**config.mk**
```make
export PLATFORM = sky130hd
export DESIGN_NAME = mlc_top
export DESIGN_NICKNAME = d
export VERILOG_FILES = /design/src/logic/mlc_pkg.sv /design/src/logic/mlc_regs.sv /design/src/logic/mlc_sop_det.sv /design/src/logic/mlc_top.sv
export VERILOG_INCLUDE_DIRS = /design/src /design/src/logic
export SDC_FILE = /design/constraint.sdc
export NUM_CORES = 1
export LEC_CHECK = 0
export BUFFER_PORTS_ARGS = -buffer_cell sky130_fd_sc_hd__buf_2
export CAP_MARGIN = 30
export CORE_AREA = 8 8 83 85
export DETAILED_ROUTE_END_ITERATION = 10
export DIE_AREA = 0 0 91 93
export PLACE_DENSITY = 0.82
export REMOVE_ABC_BUFFERS = 1
export SYNTH_ARGS = -nofsm -noshare
export SYNTH_HDL_FRONTEND = slang
export SYNTH_SLANG_ARGS = --single-unit
```
**constraint.sdc**
```tcl
create_clock -name ref_clk -period 1.9 [get_ports ref_clk]
set_input_delay 0.095 -clock ref_clk [delete_from_list [all_inputs] [get_ports ref_clk]]
set_output_delay 0.095 -clock ref_clk [all_outputs]
set_load 0.1 [all_outputs]
```
**src/logic/mlc_map.svh**
```systemverilog
`ifndef MLC_MAP_SVH
`define MLC_MAP_SVH
// Register offsets (word addresses on the management port)
`define MLC_ADDR_LOOPBACK    16'h8055
`define MLC_ADDR_SOP_CTRL    16'h805A
// Reset values
`define MLC_RST_LOOPBACK     16'h000A
`define MLC_RST_SOP_CTRL     16'h001B
// Loopback control fields
`define MLC_LB_LOCAL_EN      0
`define MLC_LB_LOCAL_TX_SUP  1
`define MLC_LB_REMOTE_EN     2
`define MLC_LB_REMOTE_RX_SUP 3
`define MLC_LB_WIDTH         4
// Start-of-packet control fields
`define MLC_SOP_RX_GEN       0
`define MLC_SOP_RX_SFD       1
`define MLC_SOP_RX_LEN       2
`define MLC_SOP_TX_GEN       3
`define MLC_SOP_TX_SFD       4
`define MLC_SOP_TX_LEN       5
`define MLC_SOP_WIDTH        6
// Preamble bytes before the length fallback fires
`define MLC_PRE_LEN_BYTES    8
// Start-of-frame delimiter byte value
`define MLC_SFD_BYTE         8'hD5
`endif

```
**src/logic/mlc_pkg.sv**
```systemverilog
package mlc_pkg;
  // Start detector phases within a frame
  typedef enum logic [1:0] {MLC_IDLE, MLC_HUNT, MLC_MARKED, MLC_MISSED} mlc_phase_e;
endpackage

```
**src/logic/mlc_regs.sv**
```systemverilog
`timescale 1ns/100ps
`include "mlc_map.svh"
module mlc_regs
  import mlc_pkg::*;
(
  input  wire logic                      ref_clk,
  input  wire logic                      rst,
  input  wire logic                      clk_en,
  input  wire logic [15:0]               reg_addr,
  input  wire logic [15:0]               reg_wdata,
  input  wire logic                      reg_wr,
  input  wire logic                      reg_rd,
  output logic      [15:0]               reg_rdata,
  output logic      [`MLC_LB_WIDTH-1:0]  lb_ctrl,
  output logic      [`MLC_SOP_WIDTH-1:0] sop_ctrl
);
  // All register state in one struct
  typedef struct packed {
    logic [`MLC_LB_WIDTH-1:0]  lb;
    logic [`MLC_SOP_WIDTH-1:0] sop;
    logic [15:0]               rdata;
  } mlc_regs_s;
  mlc_regs_s st;       // Registered state
  mlc_regs_s next_st;  // Next state

  // Decode writes and prepare read data for the following cycle
  always_comb begin
    next_st = st;
    next_st.rdata = 16'h0000;
    if (reg_wr && reg_addr == `MLC_ADDR_LOOPBACK) begin
      next_st.lb = reg_wdata[`MLC_LB_WIDTH-1:0];
    end
    if (reg_wr && reg_addr == `MLC_ADDR_SOP_CTRL) begin
      next_st.sop = reg_wdata[`MLC_SOP_WIDTH-1:0];
    end
    if (reg_rd) begin
      // Reserved bits and unmapped addresses read as zero
      case (reg_addr)
        `MLC_ADDR_LOOPBACK: next_st.rdata = {12'h000, st.lb};
        `MLC_ADDR_SOP_CTRL: next_st.rdata = {10'h000, st.sop};
        default:            next_st.rdata = 16'h0000;
      endcase
    end
  end

  // Register the state; clock enable freezes everything
  always_ff @(posedge ref_clk or posedge rst) begin
    if (rst) begin
      st.lb    <= `MLC_LB_WIDTH'(`MLC_RST_LOOPBACK);
      st.sop   <= `MLC_SOP_WIDTH'(`MLC_RST_SOP_CTRL);
      st.rdata <= 16'h0000;
    end else if (clk_en) begin
      st <= next_st;
    end
  end

  assign reg_rdata = st.rdata;
  assign lb_ctrl   = st.lb;
  assign sop_ctrl  = st.sop;
endmodule

```
**src/logic/mlc_sop_det.sv**
```systemverilog
`timescale 1ns/100ps
`include "mlc_map.svh"
module mlc_sop_det
  import mlc_pkg::*;
#(
  parameter int PRE_LEN = `MLC_PRE_LEN_BYTES
)(
  input  wire logic       ref_clk,
  input  wire logic       rst,
  input  wire logic       clk_en,
  input  wire logic       gen_en,
  input  wire logic       on_sfd,
  input  wire logic       len_chk,
  input  wire logic       valid,
  input  wire logic [7:0] data,
  output logic            sop
);
  // Detector state in one struct
  typedef struct packed {
    mlc_phase_e phase;
    logic [3:0] cnt;
    logic       sop;
  } mlc_det_s;
  mlc_det_s st;       // Registered state
  mlc_det_s next_st;  // Next state
  logic     sfd_mode; // Delimiter mode needs generation enable too

  assign sfd_mode = gen_en && on_sfd;

  // Frame walk: hunt the delimiter, or mark at valid, or fall back on length
  always_comb begin
    next_st = st;
    if (!valid) begin
      // Indication ends with the frame
      next_st.phase = MLC_IDLE;
      next_st.cnt   = 4'h0;
      next_st.sop   = 1'b0;
    end else begin
      case (st.phase)
        MLC_IDLE: begin
          if (!sfd_mode) begin
            next_st.phase = MLC_MARKED;
            next_st.sop   = gen_en;
          end else if (data == `MLC_SFD_BYTE) begin
            next_st.phase = MLC_MARKED;
            next_st.sop   = 1'b1;
          end else begin
            next_st.phase = MLC_HUNT;
            next_st.cnt   = 4'h1;
          end
        end
        MLC_HUNT: begin
          if (data == `MLC_SFD_BYTE && st.cnt < 4'(PRE_LEN)) begin
            next_st.phase = MLC_MARKED;
            next_st.sop   = 1'b1;
          end else if (st.cnt >= 4'(PRE_LEN)) begin
            // Eight bytes with no delimiter: fallback or give up
            next_st.phase = len_chk ? MLC_MARKED : MLC_MISSED;
            next_st.sop   = len_chk;
          end else begin
            next_st.cnt = st.cnt + 4'h1;
          end
        end
        MLC_MARKED: next_st.sop = st.sop;
        default:    next_st.sop = 1'b0;
      endcase
    end
  end

  // State register
  always_ff @(posedge ref_clk or posedge rst) begin
    if (rst) begin
      st.phase <= MLC_IDLE;
      st.cnt   <= 4'h0;
      st.sop   <= 1'b0;
    end else if (clk_en) begin
      st <= next_st;
    end
  end

  assign sop = st.sop;
endmodule

```
**src/logic/mlc_top.sv**
```systemverilog
`timescale 1ns/100ps
`include "mlc_map.svh"
// Behaviour
// RULE1 - Local loopback returns transmit data to receive
// RULE2 - Local loopback can block transmit to PHY
// RULE3 - Remote loopback returns line data to transmitter
// RULE4 - Remote loopback can block receive to MAC
// RULE5 - Receive start flag only when generation enabled
// RULE6 - Receive flag at delimiter or at valid
// RULE7 - Receive flag holds until frame end
// RULE8 - Length check raises flag after eight bytes
// RULE9 - Transmit start flag only when generation enabled
// RULE10 - Transmit flag at delimiter in delimiter mode
// RULE11 - Transmit length check bit, off at reset
// RULE12 - Transmit flag mirrors receive behaviour
module mlc_top
  import mlc_pkg::*;
#(
  parameter int PRE_LEN = `MLC_PRE_LEN_BYTES
)(
  input  wire logic        ref_clk,
  input  wire logic        rst,
  input  wire logic        clk_en,
  input  wire logic [15:0] reg_addr,
  input  wire logic [15:0] reg_wdata,
  input  wire logic        reg_wr,
  input  wire logic        reg_rd,
  output logic      [15:0] reg_rdata,
  input  wire logic        mac_tx_en,
  input  wire logic [7:0]  mac_txd,
  output logic             mac_rx_dv,
  output logic      [7:0]  mac_rxd,
  output logic             rx_start_of_packet_flag,
  output logic             tx_start_of_packet_flag,
  input  wire logic        phy_rx_dv,
  input  wire logic [7:0]  phy_rxd,
  output logic             phy_tx_en,
  output logic      [7:0]  phy_txd
);
  logic [`MLC_LB_WIDTH-1:0]  lb_ctrl;   // Loopback settings
  logic [`MLC_SOP_WIDTH-1:0] sop_ctrl;  // Start flag settings
  logic local_en, local_sup, remote_en, remote_sup;

  // Datapath state in one struct
  typedef struct packed {
    logic       rx_dv;
    logic [7:0] rxd;
    logic       tx_en;
    logic [7:0] txd;
  } mlc_path_s;
  mlc_path_s st;       // Registered paths
  mlc_path_s next_st;  // Next paths

  // Register file
  mlc_regs u_regs (
    .ref_clk   (ref_clk),
    .rst       (rst),
    .clk_en    (clk_en),
    .reg_addr  (reg_addr),
    .reg_wdata (reg_wdata),
    .reg_wr    (reg_wr),
    .reg_rd    (reg_rd),
    .reg_rdata (reg_rdata),
    .lb_ctrl   (lb_ctrl),
    .sop_ctrl  (sop_ctrl)
  );

  assign local_en   = lb_ctrl[`MLC_LB_LOCAL_EN];
  assign local_sup  = lb_ctrl[`MLC_LB_LOCAL_TX_SUP];
  assign remote_en  = lb_ctrl[`MLC_LB_REMOTE_EN];
  assign remote_sup = lb_ctrl[`MLC_LB_REMOTE_RX_SUP];

  // Path steering; local loopback takes the MAC receive side if both are on
  always_comb begin
    next_st = st;
    if (local_en) begin
      next_st.rx_dv = mac_tx_en;  // [RULE1]
      next_st.rxd   = mac_txd;
    end else if (remote_en && remote_sup) begin
      next_st.rx_dv = 1'b0;       // [RULE4]
      next_st.rxd   = 8'h00;
    end else begin
      next_st.rx_dv = phy_rx_dv;
      next_st.rxd   = phy_rxd;
    end
    if (remote_en) begin
      next_st.tx_en = phy_rx_dv;  // [RULE3]
      next_st.txd   = phy_rxd;
    end else if (local_en && local_sup) begin
      next_st.tx_en = 1'b0;       // [RULE2]
      next_st.txd   = 8'h00;
    end else begin
      next_st.tx_en = mac_tx_en;
      next_st.txd   = mac_txd;
    end
  end

  // One-cycle registered datapath
  always_ff @(posedge ref_clk or posedge rst) begin
    if (rst) begin
      st.rx_dv <= 1'b0;
      st.rxd   <= 8'h00;
      st.tx_en <= 1'b0;
      st.txd   <= 8'h00;
    end else if (clk_en) begin
      st <= next_st;
    end
  end

  assign mac_rx_dv = st.rx_dv;
  assign mac_rxd   = st.rxd;
  assign phy_tx_en = st.tx_en;
  assign phy_txd   = st.txd;

  // Receive flag watches what the MAC receives
  mlc_sop_det #(.PRE_LEN(PRE_LEN)) u_rx_det (
    .ref_clk (ref_clk),
    .rst     (rst),
    .clk_en  (clk_en),
    .gen_en  (sop_ctrl[`MLC_SOP_RX_GEN]),  // [RULE5]
    .on_sfd  (sop_ctrl[`MLC_SOP_RX_SFD]),  // [RULE6]
    .len_chk (sop_ctrl[`MLC_SOP_RX_LEN]),  // [RULE8]
    .valid   (st.rx_dv),                   // [RULE7]
    .data    (st.rxd),
    .sop     (rx_start_of_packet_flag)
  );

  // Transmit flag watches what goes to the PHY, same rules
  mlc_sop_det #(.PRE_LEN(PRE_LEN)) u_tx_det (
    .ref_clk (ref_clk),
    .rst     (rst),
    .clk_en  (clk_en),
    .gen_en  (sop_ctrl[`MLC_SOP_TX_GEN]),  // [RULE9] [RULE12]
    .on_sfd  (sop_ctrl[`MLC_SOP_TX_SFD]),  // [RULE10]
    .len_chk (sop_ctrl[`MLC_SOP_TX_LEN]),  // [RULE11]
    .valid   (st.tx_en),
    .data    (st.txd),
    .sop     (tx_start_of_packet_flag)
  );

  // Assertions
  chk_local_loop_data: assert property (@(posedge ref_clk) disable iff (rst) // [RULE1]
    clk_en && local_en |=> mac_rx_dv == $past(mac_tx_en) && mac_rxd == $past(mac_txd))
    else $error("local loopback data mismatch");
  chk_local_tx_block: assert property (@(posedge ref_clk) disable iff (rst) // [RULE2]
    clk_en && local_en && local_sup && !remote_en |=> !phy_tx_en)
    else $error("looped transmit reached the PHY");
  chk_remote_loop_data: assert property (@(posedge ref_clk) disable iff (rst) // [RULE3]
    clk_en && remote_en |=> phy_tx_en == $past(phy_rx_dv) && phy_txd == $past(phy_rxd))
    else $error("remote loopback data mismatch");
  chk_remote_rx_block: assert property (@(posedge ref_clk) disable iff (rst) // [RULE4]
    clk_en && remote_en && remote_sup && !local_en |=> !mac_rx_dv)
    else $error("received data reached the MAC");
  chk_rx_gen_off: assert property (@(posedge ref_clk) disable iff (rst) // [RULE5]
    !sop_ctrl[`MLC_SOP_RX_GEN] && !rx_start_of_packet_flag && clk_en |=> !rx_start_of_packet_flag)
    else $error("receive flag raised while disabled");
  chk_rx_flag_frame: assert property (@(posedge ref_clk) disable iff (rst) // [RULE7]
    rx_start_of_packet_flag |-> mac_rx_dv || $past(mac_rx_dv))
    else $error("receive flag outside frame");
  chk_rx_flag_hold: assert property (@(posedge ref_clk) disable iff (rst) // [RULE7]
    rx_start_of_packet_flag && mac_rx_dv && clk_en |=> rx_start_of_packet_flag)
    else $error("receive flag dropped inside frame");
  chk_rx_dv_mode: assert property (@(posedge ref_clk) disable iff (rst) // [RULE6]
    clk_en && sop_ctrl[`MLC_SOP_RX_GEN] && !sop_ctrl[`MLC_SOP_RX_SFD] && mac_rx_dv && !$past(mac_rx_dv)
    |=> rx_start_of_packet_flag)
    else $error("receive flag missed at valid");
  chk_tx_gen_off: assert property (@(posedge ref_clk) disable iff (rst) // [RULE9]
    !sop_ctrl[`MLC_SOP_TX_GEN] && !tx_start_of_packet_flag && clk_en |=> !tx_start_of_packet_flag)
    else $error("transmit flag raised while disabled");
  chk_tx_flag_hold: assert property (@(posedge ref_clk) disable iff (rst) // [RULE12]
    tx_start_of_packet_flag && phy_tx_en && clk_en |=> tx_start_of_packet_flag)
    else $error("transmit flag dropped inside frame");
  // Transmit side mirrors the receive checks on the PHY-bound stream
  chk_tx_dv_mode: assert property (@(posedge ref_clk) disable iff (rst) // [RULE12]
    clk_en && sop_ctrl[`MLC_SOP_TX_GEN] && !sop_ctrl[`MLC_SOP_TX_SFD] && phy_tx_en && !$past(phy_tx_en)
    |=> tx_start_of_packet_flag)
    else $error("transmit flag missed at enable");
  chk_tx_flag_frame: assert property (@(posedge ref_clk) disable iff (rst) // [RULE12]
    tx_start_of_packet_flag |-> phy_tx_en || $past(phy_tx_en))
    else $error("transmit flag outside frame");
  // A low clock enable must hold the valid, flag and read-data outputs where they stand
  chk_stall_freeze: assert property (@(posedge ref_clk) disable iff (rst)
    !clk_en |=> $stable(mac_rx_dv) && $stable(phy_tx_en) && $stable(rx_start_of_packet_flag)
    && $stable(tx_start_of_packet_flag) && $stable(reg_rdata))
    else $error("state moved while clock enable low");
  cov_local_loop: cover property (@(posedge ref_clk) local_en && mac_rx_dv);
  cov_remote_loop: cover property (@(posedge ref_clk) remote_en && phy_tx_en);
  cov_rx_flag: cover property (@(posedge ref_clk) $rose(rx_start_of_packet_flag));
  cov_tx_flag: cover property (@(posedge ref_clk) $rose(tx_start_of_packet_flag));
endmodule

```
==> summary.md <==
| Metric | Value |
|---|---|
| Main flop type after synthesis | `dfrtp_1` |
| Run status | `complete, no violations` |
| Max Slew Vio Count | `0` |
| Num rows | `28` |
| RSZ-0062 raised after global routing | `false` |
| Fin crit period | `1.77 ns` |
| CTS buffer count | `5` |
| Area contributors post-synth | `dfrtp_1 (39%), dfstp_2 (5.9%), a221oi_1 (5.9%)` |
| CP startpoint kind | `register` |
| CTS Root Cell | `clkbuf_8` |
| Endpoints failing hold | `0` |
| Drt pass-1 iters | `4` |
| Die Area | `0.00846 sq mm` |
| CP Buf/Inv Count | `0` |
| Slew @ Worst Pin | `0.825 ns` |
| Worst path required time | `2.12 ns` |
| Clk slew on worst S/H paths | `0.09 ns` |
| Die height | `93 um` |
| Critical-path top delay cell | `a21oi_1` |
| Post-CTS resize count | `0` |
| Htree depth | `2` |
| Worst r2r src | `u_regs.lb_ctrl[0]$_DFFE_PP0P_` |
| Core ar. | `0.00568 sq mm` |
| Final setup fails | `0` |
| Vias in the first global route | `2473` |
| Crit end category | `register` |
| DRT Wirelength | `6890 um` |
| # port buffers | `70` |
| Fmax | `565 MHz` |
| Critical path arrival | `1.99 ns` |
| GR Overflow Total | `0` |
| HP Start | `reg_wdata[4]` |
| Final core occ | `55.9%` |
| PwrDens | `1010 mW/mm^2` |
| Synth Area per Inst | `10.5 sq um` |
| Endpoint of the worst hold path | `u_regs.sop_ctrl[4]$_DFFE_PP1P_` |
| Crit-path most repeated cell | `a21oi_1` |
| Slew Limit Headroom | `45.0%` |
| # nets final | `384` |
| Ys async rst share | `100%` |
| Hold Path Depth | `2` |
| DRC Markers | `0` |
| Final total power | `0.00320 W` |
| Worst vdd ir | `0.000511 V` |
| Layout Skew | `0.00608 ns` |
| DR vias/cell | `5.80` |
| Largest area contributor in the synthesized netlist | `dfrtp_1` |
| TritonCTS clock tree | `done` |
| Leak | `1.46 nW` |
| Final period util | `93.2%` |
| Initial antenna violation count | `0` |
| HP Class | `in -> reg` |
| Largest net degree at the start of global routing | `27` |
| Delay-heaviest family, CP | `compound AO/OA/AOI/OAI gates` |
| Yosys synthesis warning count | `0` |
| R2R depth | `3` |
| Post-synth cell types | `61` |
| Hpwl dp | `5130 um` |
| Cells after synthesis | `255` |
| GR Util All Layers | `16.2%` |
| First-pass GRT wire length | `11600 um` |
| Sequential element share of the synthesized area | `45.2%` |
| Wire per inst | `17.2 um` |
| Die W | `91 um` |
| Slack of the worst reg-to-reg path | `0.13 ns` |
| Post-CTS Setup Bufs | `0` |
| Ports | `91` |
| Kind of critical path | `reg -> reg` |
| Post-Syn Area | `0.00268 sq mm` |
| Area share of the largest cell type after synthesis | `39.3%` |
| Post-synth EDFFs | `0` |
| Seq cells post-synth | `48` |
| Delay of the slowest critical-path stage | `0.74 ns` |
| Max-cap viol count | `0` |
| Antenna Nets Post-Route | `0` |
| Num Clock Sinks | `48` |
| Skew-Pair Late Insertion Delay | `0.30 ns` |
| Clk buf depth | `2` |
| 1st-iter DRT viols | `242` |
| Diodes inserted | `0` |
| Reg2reg end | `phy_tx_en$_DFFE_PP0P_` |
| Hold_buf cts | `1` |
| Layout cells sized above 1 | `31.9%` |
| Worst-path cell chain | `a21oi_1 > a221oi_1 > a21oi_1` |
| Initial Util | `47.1%` |
| Crit-path max FO | `13` |
| Area Growth Syn to Fin | `18.7%` |
| Via count | `2324` |
| Placer Congestion | `0.871` |
==> metrics by stage <==
| stage | cell area (sq um) | TNS (ns) | std cells | setup slack [ns] | hold slack (ns) |
|---|---|---|---|---|---|
| global route | 3170 | 0 | 401 | 0.0227 | 0.00117 |
| CTS | 3170 | 0 | 401 | 0.129 | 0.00992 |
| detailed placement | 3040 | 0 | 392 | 0.148 | 0.168 |
| finish | 3170 | 0 | 401 | 0.130 | 0.0141 |
| global placement | 3040 | 0 | 392 | 0.204 | 0.160 |
| floorplan | 2560 | -1.94 | 242 | -0.305 | 0.180 |
==> how the worst max path moves through the flow <==
stage          slack, ns  depth (start not counted)                  endpoint                           from
2_1_floorplan      -0.30                          4  u_rx_det.sop$_DFFE_PP0P_         mac_rxd[4]$_DFFE_PP0P_
3_3_place_gp        0.20                          4  u_tx_det.sop$_DFFE_PP0P_         phy_txd[5]$_DFFE_PP0P_
3_5_place_dp        0.15                          4  u_tx_det.sop$_DFFE_PP0P_         phy_txd[5]$_DFFE_PP0P_
4_1_cts             0.13                          4  u_tx_det.sop$_DFFE_PP0P_         phy_txd[5]$_DFFE_PP0P_
5_1_grt             0.02                          3    phy_txd[3]$_DFFE_PP0P_  u_regs.lb_ctrl[0]$_DFFE_PP0P_
6_report            0.13                          3     phy_tx_en$_DFFE_PP0P_  u_regs.lb_ctrl[0]$_DFFE_PP0P_
==> sequential cells by signal, summed over array words and instances, names as in the netlist <==
signal            count
mac_rx_dv             1
mac_rxd               8
phy_tx_en             1
phy_txd               8
u_regs.lb_ctrl        4
u_regs.reg_rdata      6
u_regs.sop_ctrl       6
u_rx_det.sop          1
u_rx_det.st           6
u_tx_det.sop          1
u_tx_det.st           6
==> synthesized netlist by cell type, types with 4 or more instances <==
cell type	instances
nand2_1	6
dfrtp_1	42
nor2b_1	6
ha_1	4
nand3_1	4
a221o_1	4
buf_4	10
nor2_1	36
a2bb2oi_1	4
dfstp_2	6
mux2_1	11
a221oi_1	18
inv_1	15
a211oi_1	4
o211ai_1	5
clkbuf_1	6
a21oi_1	8
==> logic make-up (layout without fill, tap and decap cells) <==
kind of cell	after synthesis	after routing	share of synthesized area [%]
AO/OA/AOI/OAI	73	73	23.6
adder cells (fa/ha/maj)	4	4	1.87
buffers and inverters	38	100	7.76
flip-flops	48	48	45.2
multiplexers	14	14	5.80
other	1	10	0.140
AND/OR/NAND/NOR	77	77	15.6
==> power by group <==
| part | leakage, nW | switching (W) | total [W] | internal, W |
|---|---|---|---|---|
| Clock | 0.0614 | 0.000350 | 0.000781 | 0.000431 |
| Combinational | 0.820 | 0.000778 | 0.00109 | 0.000312 |
| Sequential | 0.582 | 0.000180 | 0.00133 | 0.00115 |
==> routing by layer <==
layer	GRT usage [%]	vias up	routed length (um)
li1	-	1083	-
met1	20.2	1112	2900
met2	27.9	119	3400
met3	4.01	10	529
met4	3.14	0	53
met5	0	-	0
==> layout make-up <==
| cell class | count | area (sq um) |
|---|---|---|
| tap | 75 | 93.8 |
| clock inverter | 2 | 38.8 |
| clock buffer | 6 | 82.6 |
| inverter | 16 | 60.1 |
| sequential | 48 | 1210 |
| fill | 516 | 2500 |
| timing repair buffer | 76 | 398 |
| multi-input combinational | 178 | 1290 |
==> placed cells by master (no fill, tap or decap), types with 5 or more instances in the layout <==
cell type and instances:
conb_1 10, dfrtp_1 42, buf_2 70, a21oi_1 8, clkbuf_8 6, nor2b_1 6, o211ai_1 5, buf_4 5
dfstp_2 6, mux2_1 11, inv_1 14, a221oi_1 18, nand2_1 6, nor2_1 36
(Power assumes the default switching activity.)
